$ cat src/logic/eic_defines.svh
// Register addresses, field positions, reset values and vectors of the interrupt controller
`ifndef EIC_DEFINES_SVH
`define EIC_DEFINES_SVH

// ****************************************
// Direct register addresses
// ****************************************
`define ADDR_LEGACY_EN 8'hA8
`define ADDR_LEGACY_PRI 8'hB8
`define ADDR_EXT_EN 8'hC8
`define ADDR_EXT_PRI 8'hF8

// ****************************************
// Reset values and implemented bits
// ****************************************
`define RESET_BYTE 8'h00
`define LEGACY_EN_MASK 8'h9F
`define LEGACY_PRI_MASK 8'h1F
`define EXT_MASK 8'h3F
`define READ_UNMAPPED 8'h00

// ****************************************
// Field positions
// ****************************************
`define GLOBAL_EN_BIT 7
`define LEG_EXT0_BIT 0
`define LEG_TIMER0_BIT 1
`define LEG_EXT1_BIT 2
`define LEG_TIMER1_BIT 3
`define LEG_SERIAL_BIT 4
`define EXT_RXV_BIT 0
`define EXT_RXE_BIT 1
`define EXT_DMA0_BIT 2
`define EXT_TXV_BIT 3
`define EXT_DMA1_BIT 4
`define EXT_TXE_BIT 5

// ****************************************
// Polling positions and vectors
// ****************************************
`define NUM_SOURCES 11
`define POLL_EXT0 4'h0
`define POLL_RXV 4'h1
`define POLL_TIMER0 4'h2
`define POLL_RXE 4'h3
`define POLL_DMA0 4'h4
`define POLL_EXT1 4'h5
`define POLL_TXV 4'h6
`define POLL_DMA1 4'h7
`define POLL_TIMER1 4'h8
`define POLL_TXE 4'h9
`define POLL_SERIAL 4'hA
`define VEC_EXT0 8'h03
`define VEC_RXV 8'h2B
`define VEC_TIMER0 8'h0B
`define VEC_RXE 8'h33
`define VEC_DMA0 8'h3B
`define VEC_EXT1 8'h13
`define VEC_TXV 8'h43
`define VEC_DMA1 8'h53
`define VEC_TIMER1 8'h1B
`define VEC_TXE 8'h4B
`define VEC_SERIAL 8'h23

`endif

$ cat src/logic/eic_pkg.sv
// Types shared by the interrupt controller files
package eic_pkg;
   typedef enum logic [0:0] {
      ST_IDLE = 1'b0,
      ST_REQUEST = 1'b1
   } req_state_type;
endpackage

$ cat src/logic/extended_interrupt_controller.sv
// Eleven-source vectored interrupt controller with two priority levels
`timescale 1ns/1ns
`include "eic_defines.svh"

module extended_interrupt_controller (
   // Clock and reset
   input wire logic clk,
   input wire logic rstn,
   // Register access port
   input wire logic [7:0] sfr_addr,
   input wire logic sfr_wr,
   input wire logic sfr_rd,
   input wire logic [7:0] sfr_wdata,
   output logic [7:0] sfr_rdata,
   // Legacy sources
   input wire logic ext0_req,
   input wire logic timer0_req,
   input wire logic ext1_req,
   input wire logic timer1_req,
   input wire logic serial_port_req,
   // Link and DMA status
   input wire logic dma_service,
   input wire logic tx_no_ack_flag,
   input wire logic tx_collision_flag,
   input wire logic tx_underrun_flag,
   input wire logic tx_fifo_not_full_flag,
   input wire logic tx_done_flag,
   input wire logic rx_crc_error_flag,
   input wire logic rx_overrun_flag,
   input wire logic rx_abort_flag,
   input wire logic alignment_error_flag,
   input wire logic rx_fifo_nonempty_flag,
   input wire logic rx_done_flag,
   input wire logic dma0_done,
   input wire logic dma1_done,
   // CPU service side
   output logic irq_request,
   output logic [7:0] irq_vector,
   output logic irq_level_high,
   input wire logic irq_ack,
   input wire logic irq_return
);
   localparam int N = `NUM_SOURCES;

   // ****************************************
   // Registers
   // ****************************************
   logic [7:0] legacy_interrupt_enable;
   logic [7:0] legacy_interrupt_priority;
   logic [5:0] extended_interrupt_enable;
   logic [5:0] extended_interrupt_priority;
   logic in_service_high;
   logic in_service_low;
   eic_pkg::req_state_type state;
   eic_pkg::req_state_type next_state;

   wire wr_leg_en = sfr_wr && (sfr_addr == `ADDR_LEGACY_EN);
   wire wr_leg_pri = sfr_wr && (sfr_addr == `ADDR_LEGACY_PRI);
   wire wr_ext_en = sfr_wr && (sfr_addr == `ADDR_EXT_EN);
   wire wr_ext_pri = sfr_wr && (sfr_addr == `ADDR_EXT_PRI);

   // Reserved bits are not stored and read back as zero
   wire [7:0] read_mux =
      (sfr_addr == `ADDR_LEGACY_EN) ? (legacy_interrupt_enable & `LEGACY_EN_MASK) :
      (sfr_addr == `ADDR_LEGACY_PRI) ? (legacy_interrupt_priority & `LEGACY_PRI_MASK) :
      (sfr_addr == `ADDR_EXT_EN) ? {2'h0, extended_interrupt_enable} :
      (sfr_addr == `ADDR_EXT_PRI) ? {2'h0, extended_interrupt_priority} :
      `READ_UNMAPPED;

   always_ff @(posedge clk) begin
      if (!rstn) begin
         legacy_interrupt_enable <= `RESET_BYTE;
         legacy_interrupt_priority <= `RESET_BYTE;
         extended_interrupt_enable <= 6'(`RESET_BYTE);
         extended_interrupt_priority <= 6'(`RESET_BYTE);
         sfr_rdata <= `RESET_BYTE;
      end else begin
         if (wr_leg_en)
            legacy_interrupt_enable <= sfr_wdata & `LEGACY_EN_MASK;
         if (wr_leg_pri)
            legacy_interrupt_priority <= sfr_wdata & `LEGACY_PRI_MASK;
         if (wr_ext_en)
            extended_interrupt_enable <= sfr_wdata[5:0];
         if (wr_ext_pri)
            extended_interrupt_priority <= sfr_wdata[5:0];
         if (sfr_rd)
            sfr_rdata <= read_mux;
      end
   end

   // ****************************************
   // Source conditions
   // ****************************************
   wire src_txe = dma_service ?
      (tx_no_ack_flag | tx_collision_flag | tx_underrun_flag) :
      (tx_no_ack_flag | tx_collision_flag);
   wire src_txv = dma_service ? tx_done_flag : tx_fifo_not_full_flag;
   wire src_rxe = rx_crc_error_flag | rx_overrun_flag | rx_abort_flag
      | alignment_error_flag;
   wire src_rxv = dma_service ? rx_done_flag : rx_fifo_nonempty_flag;

   // Raw sources, enables and priorities laid out in polling order
   wire [N-1:0] raw = {serial_port_req, src_txe, timer1_req, dma1_done, src_txv,
      ext1_req, dma0_done, src_rxe, timer0_req, src_rxv, ext0_req};
   wire [5:0] xe = extended_interrupt_enable;
   wire [5:0] xp = extended_interrupt_priority;
   wire [7:0] le = legacy_interrupt_enable;
   wire [7:0] lp = legacy_interrupt_priority;
   wire [N-1:0] en = {le[`LEG_SERIAL_BIT], xe[`EXT_TXE_BIT], le[`LEG_TIMER1_BIT],
      xe[`EXT_DMA1_BIT], xe[`EXT_TXV_BIT], le[`LEG_EXT1_BIT], xe[`EXT_DMA0_BIT],
      xe[`EXT_RXE_BIT], le[`LEG_TIMER0_BIT], xe[`EXT_RXV_BIT], le[`LEG_EXT0_BIT]};
   wire [N-1:0] pri = {lp[`LEG_SERIAL_BIT], xp[`EXT_TXE_BIT], lp[`LEG_TIMER1_BIT],
      xp[`EXT_DMA1_BIT], xp[`EXT_TXV_BIT], lp[`LEG_EXT1_BIT], xp[`EXT_DMA0_BIT],
      xp[`EXT_RXE_BIT], lp[`LEG_TIMER0_BIT], xp[`EXT_RXV_BIT], lp[`LEG_EXT0_BIT]};

   // ****************************************
   // Arbitration
   // ****************************************
   wire global_en = le[`GLOBAL_EN_BIT];
   wire [N-1:0] pending = raw & en & {N{global_en}};
   wire [N-1:0] high_req = pending & pri & {N{!in_service_high}};
   wire [N-1:0] low_req = pending & ~pri & {N{!in_service_high && !in_service_low}};
   logic high_valid;
   logic low_valid;
   logic [3:0] high_idx;
   logic [3:0] low_idx;

   poll_picker #(.N(N), .W(4)) u_high (.req(high_req), .valid(high_valid), .idx(high_idx));
   poll_picker #(.N(N), .W(4)) u_low (.req(low_req), .valid(low_valid), .idx(low_idx));

   function automatic logic [7:0] vector_of(input logic [3:0] idx);
      case (idx)
         `POLL_EXT0: vector_of = `VEC_EXT0;
         `POLL_RXV: vector_of = `VEC_RXV;
         `POLL_TIMER0: vector_of = `VEC_TIMER0;
         `POLL_RXE: vector_of = `VEC_RXE;
         `POLL_DMA0: vector_of = `VEC_DMA0;
         `POLL_EXT1: vector_of = `VEC_EXT1;
         `POLL_TXV: vector_of = `VEC_TXV;
         `POLL_DMA1: vector_of = `VEC_DMA1;
         `POLL_TIMER1: vector_of = `VEC_TIMER1;
         `POLL_TXE: vector_of = `VEC_TXE;
         `POLL_SERIAL: vector_of = `VEC_SERIAL;
         default: vector_of = `VEC_EXT0;
      endcase
   endfunction

   wire win_valid = high_valid || low_valid;
   wire win_high = high_valid;
   wire [7:0] win_vector = vector_of(high_valid ? high_idx : low_idx);

   // Request only while the registered vector still names the current winner
   assign irq_request = (state == eic_pkg::ST_REQUEST) && win_valid
      && (win_vector == irq_vector) && (win_high == irq_level_high);
   wire taken = irq_request && irq_ack;

   always_comb begin
      next_state = state;
      case (state)
         eic_pkg::ST_IDLE: begin
            if (win_valid)
               next_state = eic_pkg::ST_REQUEST;
         end
         eic_pkg::ST_REQUEST: begin
            if (taken || !win_valid)
               next_state = eic_pkg::ST_IDLE;
         end
         default: next_state = eic_pkg::ST_IDLE;
      endcase
   end

   // A return ends the highest active level; a new entry in the same cycle wins
   wire ret_high = irq_return && in_service_high;
   wire ret_low = irq_return && !in_service_high;

   always_ff @(posedge clk) begin
      if (!rstn) begin
         state <= eic_pkg::ST_IDLE;
         irq_vector <= `RESET_BYTE;
         irq_level_high <= 1'b0;
         in_service_high <= 1'b0;
         in_service_low <= 1'b0;
      end else begin
         state <= next_state;
         irq_vector <= win_vector;
         irq_level_high <= win_high;
         if (taken && irq_level_high)
            in_service_high <= 1'b1;
         else if (ret_high)
            in_service_high <= 1'b0;
         if (taken && !irq_level_high)
            in_service_low <= 1'b1;
         else if (ret_low)
            in_service_low <= 1'b0;
      end
   end
endmodule

$ cat src/logic/poll_picker.sv
// Picks the first set request in polling order
`timescale 1ns/1ns
module poll_picker #(
   parameter int N = 11,
   parameter int W = 4
) (
   // Requests, bit 0 polled first
   input wire logic [N-1:0] req,
   // Result
   output logic valid,
   output logic [W-1:0] idx
);
   generate
      if (N < 1 || N > (1 << W)) begin : g_check
         $error("poll_picker: N does not fit the index width");
      end
   endgenerate

   always_comb begin
      valid = 1'b0;
      idx = '0;
      for (int i = N - 1; i >= 0; i--) begin
         if (req[i]) begin
            valid = 1'b1;
            idx = W'(i);
         end
      end
   end
endmodule

$ cat config.mk
export PLATFORM = sky130hd
export DESIGN_NAME = extended_interrupt_controller
export DESIGN_NICKNAME = d
export VERILOG_FILES = /design/src/logic/eic_pkg.sv /design/src/logic/extended_interrupt_controller.sv /design/src/logic/poll_picker.sv
export VERILOG_INCLUDE_DIRS = /design/src /design/src/logic
export SDC_FILE = /design/constraint.sdc
export NUM_CORES = 1
export LEC_CHECK = 0
export ABC_AREA = 0
export BUFFER_PORTS_ARGS = -buffer_cell sky130_fd_sc_hd__buf_4
export CAP_MARGIN = 0
export CORE_ASPECT_RATIO = 0.9
export CORE_MARGIN = 4
export CORE_UTILIZATION = 48
export CTS_CLUSTER_SIZE = 30
export DETAILED_ROUTE_END_ITERATION = 6
export GPL_TIMING_DRIVEN = 1
export PLACE_DENSITY = 0.86
export SLEW_MARGIN = 20
export SYNTH_ARGS = -nofsm -noshare
export SYNTH_HDL_FRONTEND = slang
export SYNTH_SLANG_ARGS = --single-unit
export TNS_END_PERCENT = 10
$ cat constraint.sdc
create_clock -name clk -period 3.5 [get_ports clk]
set_clock_uncertainty 0.15 [all_clocks]
set_input_delay 0.525 -clock clk [delete_from_list [all_inputs] [get_ports clk]]
set_output_delay 0.525 -clock clk [all_outputs]
set_load 0.03 [all_outputs]
### After elaboration in Yosys (flattened, before gate mapping)

Memories as Yosys holds them, arrays and structs flattened.
Index checks and enable logic that the tools add are counted.
Widths: inputs -> output; s select.

| word-level totals | value |
|---|---|
| register bits | 43 |
| bits in latches | 0 |
| RAM bits | 0 |
| ROM bits | 64 |
| logic and storage cells | 110 |
| memories | 1 |

Memory list:

| memory | words | bits a word | read ports | clocked after Yosys merged registers in | wr ports | RTL line | text |
|---|---|---|---|---|---|---|---|
| (no name shown) | 16 | 4 | 1 | 0 | 0 | extended_interrupt_controller.sv:132 | `case (idx)` |

| cells by class | value |
|---|---|
| add/sub/neg operators | 0 |
| multiply operators | 0 |
| divide/modulo/power cells | 0 |
| order comparisons | 0 |
| equal/unequal tests | 6 |
| shifts and indexed selects | 0 |
| muxes and demuxes | 59 |
| bitwise operators | 13 |
| reductions and logical operators | 21 |

Operators with widths:

| operator | count |
|---|---|
| $mux 4 | 23 |
| $and 11x11->11 | 6 |
| $eq 8x8->1 const B | 4 |
| $mux 1 | 31 |
| $mux 6 | 3 |
| $logic_and 1x1->1 | 13 |
| $not 11->11 | 1 |
| $eq 8x8->1 | 1 |
| $mux 8 | 1 |
| $or 1x1->1 | 5 |
| $logic_not 1->1 | 4 |
| $reduce_bool 2->1 | 2 |
| $logic_or 1x1->1 | 2 |
| $pmux 1 s2 | 1 |
| $eq 1x1->1 | 1 |
| $not 1->1 | 1 |

### Depth between registers and ports, before layout

An unclocked memory read counts as a cell.

| logic depth | value |
|---|---|
| depth in word-level cells | 27 |
| depth in mapped cells | 12 |

### Hierarchy

From an unflattened synthesis, not the netlist that was laid out.

| unflattened totals | value |
|---|---|
| cells, all modules | 327 |
| area, all modules | 2687.6 sq um |

By module, submodules not included:

| module | instances | cells an instance | area each (sq um) | sequential area each (sq um) |
|---|---|---|---|---|
| extended_interrupt_controller | 1 | 289 | 2462.4 | 780.7 |
| poll_picker | 2 | 19 | 112.6 | 0.0 |

### Worst setup path before layout

No wires, ideal clock.

| path | value |
|---|---|
| path type | in2out |
| start | in dma_service |
| end | out irq_request |
| data arrival time | 3330 ps |
| required time | 2825 ps |
| slack | -505 ps |
| stages | 12 |
| path buffers | 0 |
| cells stage by stage | a211oi_2 > nor3b_1 > a221o_1 > a211o_1 > a31oi_1 > inv_1 > ha_1 > a211oi_1 > a221oi_4 > xnor2_1 > nor4b_2 > and2_1 |

| on the way | value |
|---|---|
| word-level cells in the longest chain between the ends | 20 |

RTL lines:

| element | RTL line | text |
|---|---|---|
| start, declared | extended_interrupt_controller.sv:22 | `input wire logic dma_service,` |
| $mux 1 | extended_interrupt_controller.sv:94 | `wire src_txe = dma_service ?` |
| $and 11x11->11 (*) (2 in series) | extended_interrupt_controller.sv:120 | `wire [N-1:0] pending = raw & en & {N{global_en}};` |
| $and 11x11->11 (on tied branches) (2 in series) | extended_interrupt_controller.sv:122, extended_interrupt_controller.sv:121 |  |
| $mux 4 or $mux 1 (tied branches) (10 in series) | poll_picker.sv:23 | `if (req[i]) begin` |
| $mux 4 | extended_interrupt_controller.sv:150 | `wire [7:0] win_vector = vector_of(high_valid ? high_idx : low_idx);` |
| $mem_v2 16x4 | n/a |  |
| $eq 8x8->1 | extended_interrupt_controller.sv:154 | `&& (win_vector == irq_vector) && (win_high == irq_level_high);` |
| $logic_and 1x1->1 | extended_interrupt_controller.sv:154 |  |
| $logic_and 1x1->1 (*) | extended_interrupt_controller.sv:154 |  |
| end, declared | extended_interrupt_controller.sv:37 | `output logic irq_request,` |

Mark *: on every way between the ends. The rest lies on a longest branch, timed or not.

### Worst setup path after layout

| path | value |
|---|---|
| start | in rx_crc_error_flag |
| end | out irq_request |

| on the way | value |
|---|---|
| word-level cells in the longest chain between the ends | 16 |

RTL lines:

| element | RTL line | text |
|---|---|---|
| start, declared | extended_interrupt_controller.sv:28 | `input wire logic rx_crc_error_flag,` |
| $or 1x1->1 (*) (2 in series) | extended_interrupt_controller.sv:98 | `wire src_rxe = rx_crc_error_flag \| rx_overrun_flag \| rx_abort_flag` |
| $or 1x1->1 (*) | extended_interrupt_controller.sv:99 | `\| alignment_error_flag;` |
| $and 11x11->11 (*) (2 in series) | extended_interrupt_controller.sv:120 |  |
| $and 11x11->11 (on tied branches) (2 in series) | extended_interrupt_controller.sv:122, extended_interrupt_controller.sv:121 |  |
| $mux 4 or $mux 1 (tied branches) (4 in series) | poll_picker.sv:23 |  |
| $mux 4 | extended_interrupt_controller.sv:150 |  |
| $mem_v2 16x4 | n/a |  |
| $eq 8x8->1 | extended_interrupt_controller.sv:154 |  |
| $logic_and 1x1->1 | extended_interrupt_controller.sv:154 |  |
| $logic_and 1x1->1 (*) | extended_interrupt_controller.sv:154 |  |

Marks and branches as above.

==> results.txt <==
* Status: finished with violations
* Failing checks: negative setup slack
* TritonCTS clock tree: built
- Power per cell area: 267.5 nW/um^2
- Sequential share of power: 47.8%
- Number of design-rule violations left by the first detailed-router iteration: 347
- Yosys warning total: 0
- Summed over all nets, the switching power comes to 216.0 uW.
- The number of clock buffers added by TritonCTS is 5.
* Final number of max-transition violations: 0
* Async set-reset flop share out of synthesis: 0%
* Number of max-cap violations: 0
* Setup repair after global routing missed its margin: true
- Leak: approximately 0.0015 uW
* Startpoint type of the worst setup path: primary input
- The design draws 939.8 uW.
- Routability-driven placement finished with a final weighted congestion of about 0.91.
- Layout cells sized above 1: between 40% and 50%
* Synth Area per Inst: roughly 8.4 sq um
* Core area: approximately 4600 sq um
* Worst Setup Slack, final: -539.3 ps
- Grt total ovfl: 0
- The worst-case IR drop observed on VDD is 0.2844 mV.
- The first global-routing pass estimated 12740 um of wire.
- Library cell with the largest summed area after synthesis: dfxtp_1
- Tmin final: slightly above 4000 ps
* Average routed wire per standard cell: 17.95 um
- Clock tree synthesis selected as its root buffer the cell clkbuf_8.
* Share of total power consumed by net switching: a little under a quarter
* Cell internal power dissipation: around 720 uW
- Sink Count: 39
- Most common cell on crit path: nor4_4
- Following the worst setup path forward leads to its endpoint at irq_request.
- Setup violations remaining at the end of the flow were counted as 1.
- Timing would allow up to 247.6 MHz.
* Worst Reg-to-Reg Cells: 14
- I/O Pins: 59
* Hold Violations, Final: 0
- In the synthesized netlist the dominant register cell turns out to be dfxtp_1.
- Distinct cell type count of the synthesized netlist: roughly 60
* Cell with the most instances after synthesis: dfxtp_1
* Type of element capturing the critical path: output port
- Actual transition at the worst max-transition pin: ~640 ps
* Synth Cell Area: around 2300 sq um
* Crit Path Max Fanout: 5
- Cells after DPL: approximately 430
- The clock reaches the later pin of the worst-skew pair after ~290 ps.
* Chip Width: ~80 um
* Biggest area contributors in the synthesized netlist: dfxtp_1, mux2i_1, nor2_1, a21oi_1, nand3_1
- The worst setup path is of the in -> out kind.
- Worst-case clock buffer depth: 2
- At the worst endpoint, the required time is 2820 ps.
- Launch point of the worst hold path: irq_ack
* Via count of the first global-routing pass: 2610
- Headroom to the max-slew limit came out at a little under three fifths.
- Clock-pin slew was measured on the worst setup and hold paths at approximately 70 ps.
- The signal on the critical path passes through buf_4 > nor4_4 > nand4b_1 > nand4_4 > nand3b_4 > o32a_4 > inv_2 > ha_4 > nor4_4 > a311oi_2 > xor2_1 > nor4b_4 > and2_4 > buf_6.
- Of the available clock period, the critical path in the final layout requires 115.4%.
- Ant. Diodes: 0
* H-tree depth reported by CTS: 2
* Total of buffers placed on input and output ports: 54
* Slack of the worst reg-to-reg path: roughly 160 ps
- Total GRT Usage: 27.71%
* Total die area: 6077 sq um
* Initial cell density of the core: 51.33%
- Worst Hold Class: in -> reg
* End of the worst register-to-register path: in_service_high
- At the end of the flow, the number of nets in the layout was roughly 430.
- After detailed routing, the number of remaining DRC violations is 0.
- Setup slack after placement: -662.1 ps
* Half-perimeter wire length after detailed placement: 6170 um
* Hold Slack: about 280 ps
- Once detail routing completed, the nets flagged for antenna violations numbered 0.
* Portion of the post-synthesis area used by sequential elements: between 30% and 40%
- Relative contribution of combinational cells to total power: about a tenth
- Count of flip-flops with a built-in enable after synthesis: 0
- The pre-antenna-repair detailed-routing pass consisted of 5 iterations.
- Summed over its instances, the top area cell type makes up between 30% and 40% of the synthesized netlist area.
- In this design, the stage delay of the slowest critical-path cell is between 400 and 500 ps.
* Area growth from synthesis to final layout: 49.60%
- Critical path origin: rx_crc_error_flag
* Part of the total power dissipated in the clock network: 41.6%
- Entering global routing, the biggest net connects 26 pins.
* Antenna violations before repair: 0
* Number of non-filler instances in the completed layout: 450
- Arrival time of the worst setup path: between 3000 and 4000 ps
- Number of placement rows: 23
- After detailed routing, the number of vias per cell comes to slightly below 6.
- The slowest stage of the critical path belongs to the cell o32a_4.
- Counting every instance in the synthesized netlist gives between 200 and 300.
* Vias: between 2000 and 3000
- The synthesized design contains 39 register bits.
* List of most frequent post-synthesis cells: dfxtp_1, nor2_1, nand2_1
* Detailed Route WL: around 8000 um
- The startpoint identified for the worst register-to-register timing path is le[7].
* Height of the die: about 74 um
-- worst max-delay path: cells and delay by family --
kind                       cells  cell delay, ps
adders and majority gates      1             140
AOI/OAI and AO/OA              2             740
and+or+nand+nor                7            1470
buffers and inverters          3             320
xor gates and xnor gates       1             160
-- metrics by stage --
step	util (%)	TNS [ps]	area [sq um]
floorplan	-	-188.4	2411
global placement	70.14	-475.4	3209
detailed placement	70.14	-1214	3209
CTS	75.50	-557.0	3455
global route	76.78	-639.2	3513
finish	76.78	-539.3	3513
-- repair_timing --
item / in CTS / in global routing
hold endpoints to repair: 0 / 0
hold buffers: 0 / 0
resized for setup: 15 / 9
setup endpoints to repair: 2 / 4
setup buffers: 7 / 2
pin swaps: 11 / 5
-- state kept, by name, summed over array words and instances, names as in the netlist --
| signal | cells |
|---|---|
| le | 6 |
| irq_level_high | 1 |
| sfr_rdata | 7 |
| in_service_low | 1 |
| in_service_high | 1 |
| state | 1 |
| extended_interrupt_enable | 6 |
| extended_interrupt_priority | 6 |
| legacy_interrupt_priority | 5 |
| irq_vector | 5 |
-- cells in the final DEF (no fill, tap or decap), types with 4 or more instances in the layout --
cell | Yosys | layout
a21oi_1 | 18 | 18
a22oi_1 | 12 | 12
a31oi_1 | 9 | 8
and2_1 | 7 | 6
and3_1 | 4 | 4
buf_4 | 4 | 110
clkbuf_8 | 0 | 6
dfxtp_1 | 39 | 37
mux2i_1 | 14 | 14
nand2_1 | 22 | 22
nand2b_1 | 4 | 4
nand3_1 | 18 | 18
nor2_1 | 25 | 24
nor3_1 | 9 | 7
o21ai_0 | 12 | 11
-- kinds of logic after synthesis --
family	after synthesis	synth area share, %
compound gates	76	23.60
other cells	1	0.1597
simple gates	121	29.62
fa+ha+maj	3	1.598
flops	39	33.24
mux	15	6.606
xor+xnor	4	1.492
buf+inv	19	3.676
-- cell type report --
type                       instances  area (sq um)
sequential                        39         785.8
fill                             312          1062
multi-input combinational        222          1630
inverter                           5         18.77
tap                               62         77.57
clock buffer                       6         82.58
timing repair buffer             114         883.3
clock inverter                     2         35.03
-- routing by layer --
layer  vias to the layer above  global-route usage [%]  wire length [um]
met5                         -                       0                 0
li1                       1241                       -                 -
met1                      1247                   35.58              3314
met2                       135                   45.92              3897
met4                         0                   9.410               206
met3                        28                   6.295               658
-- how the worst min path moves through the flow --
stage	cells past startpoint	end	slack, ps
2_1_floorplan	2	legacy_interrupt_priority[3]	310
3_3_place_gp	2	sfr_rdata[7]	310
3_5_place_dp	2	sfr_rdata[7]	320
4_1_cts	2	state	280
5_1_grt	1	irq_vector[1]	290
6_report	2	state	280
-- power by group through the flow --
| stage | Clock, uW | Sequential [uW] | Combinational (uW) |
|---|---|---|---|
| after floorplan | 0 | 468 | 30.1 |
| after global placement | 0 | 461 | 90.6 |
| after detailed placement | 0 | 461 | 93.7 |
| after CTS | 394 | 449 | 96.7 |
| after global routing | 414 | 450 | 105 |
| final | 391 | 450 | 99.0 |
(Power assumes the default switching activity.)
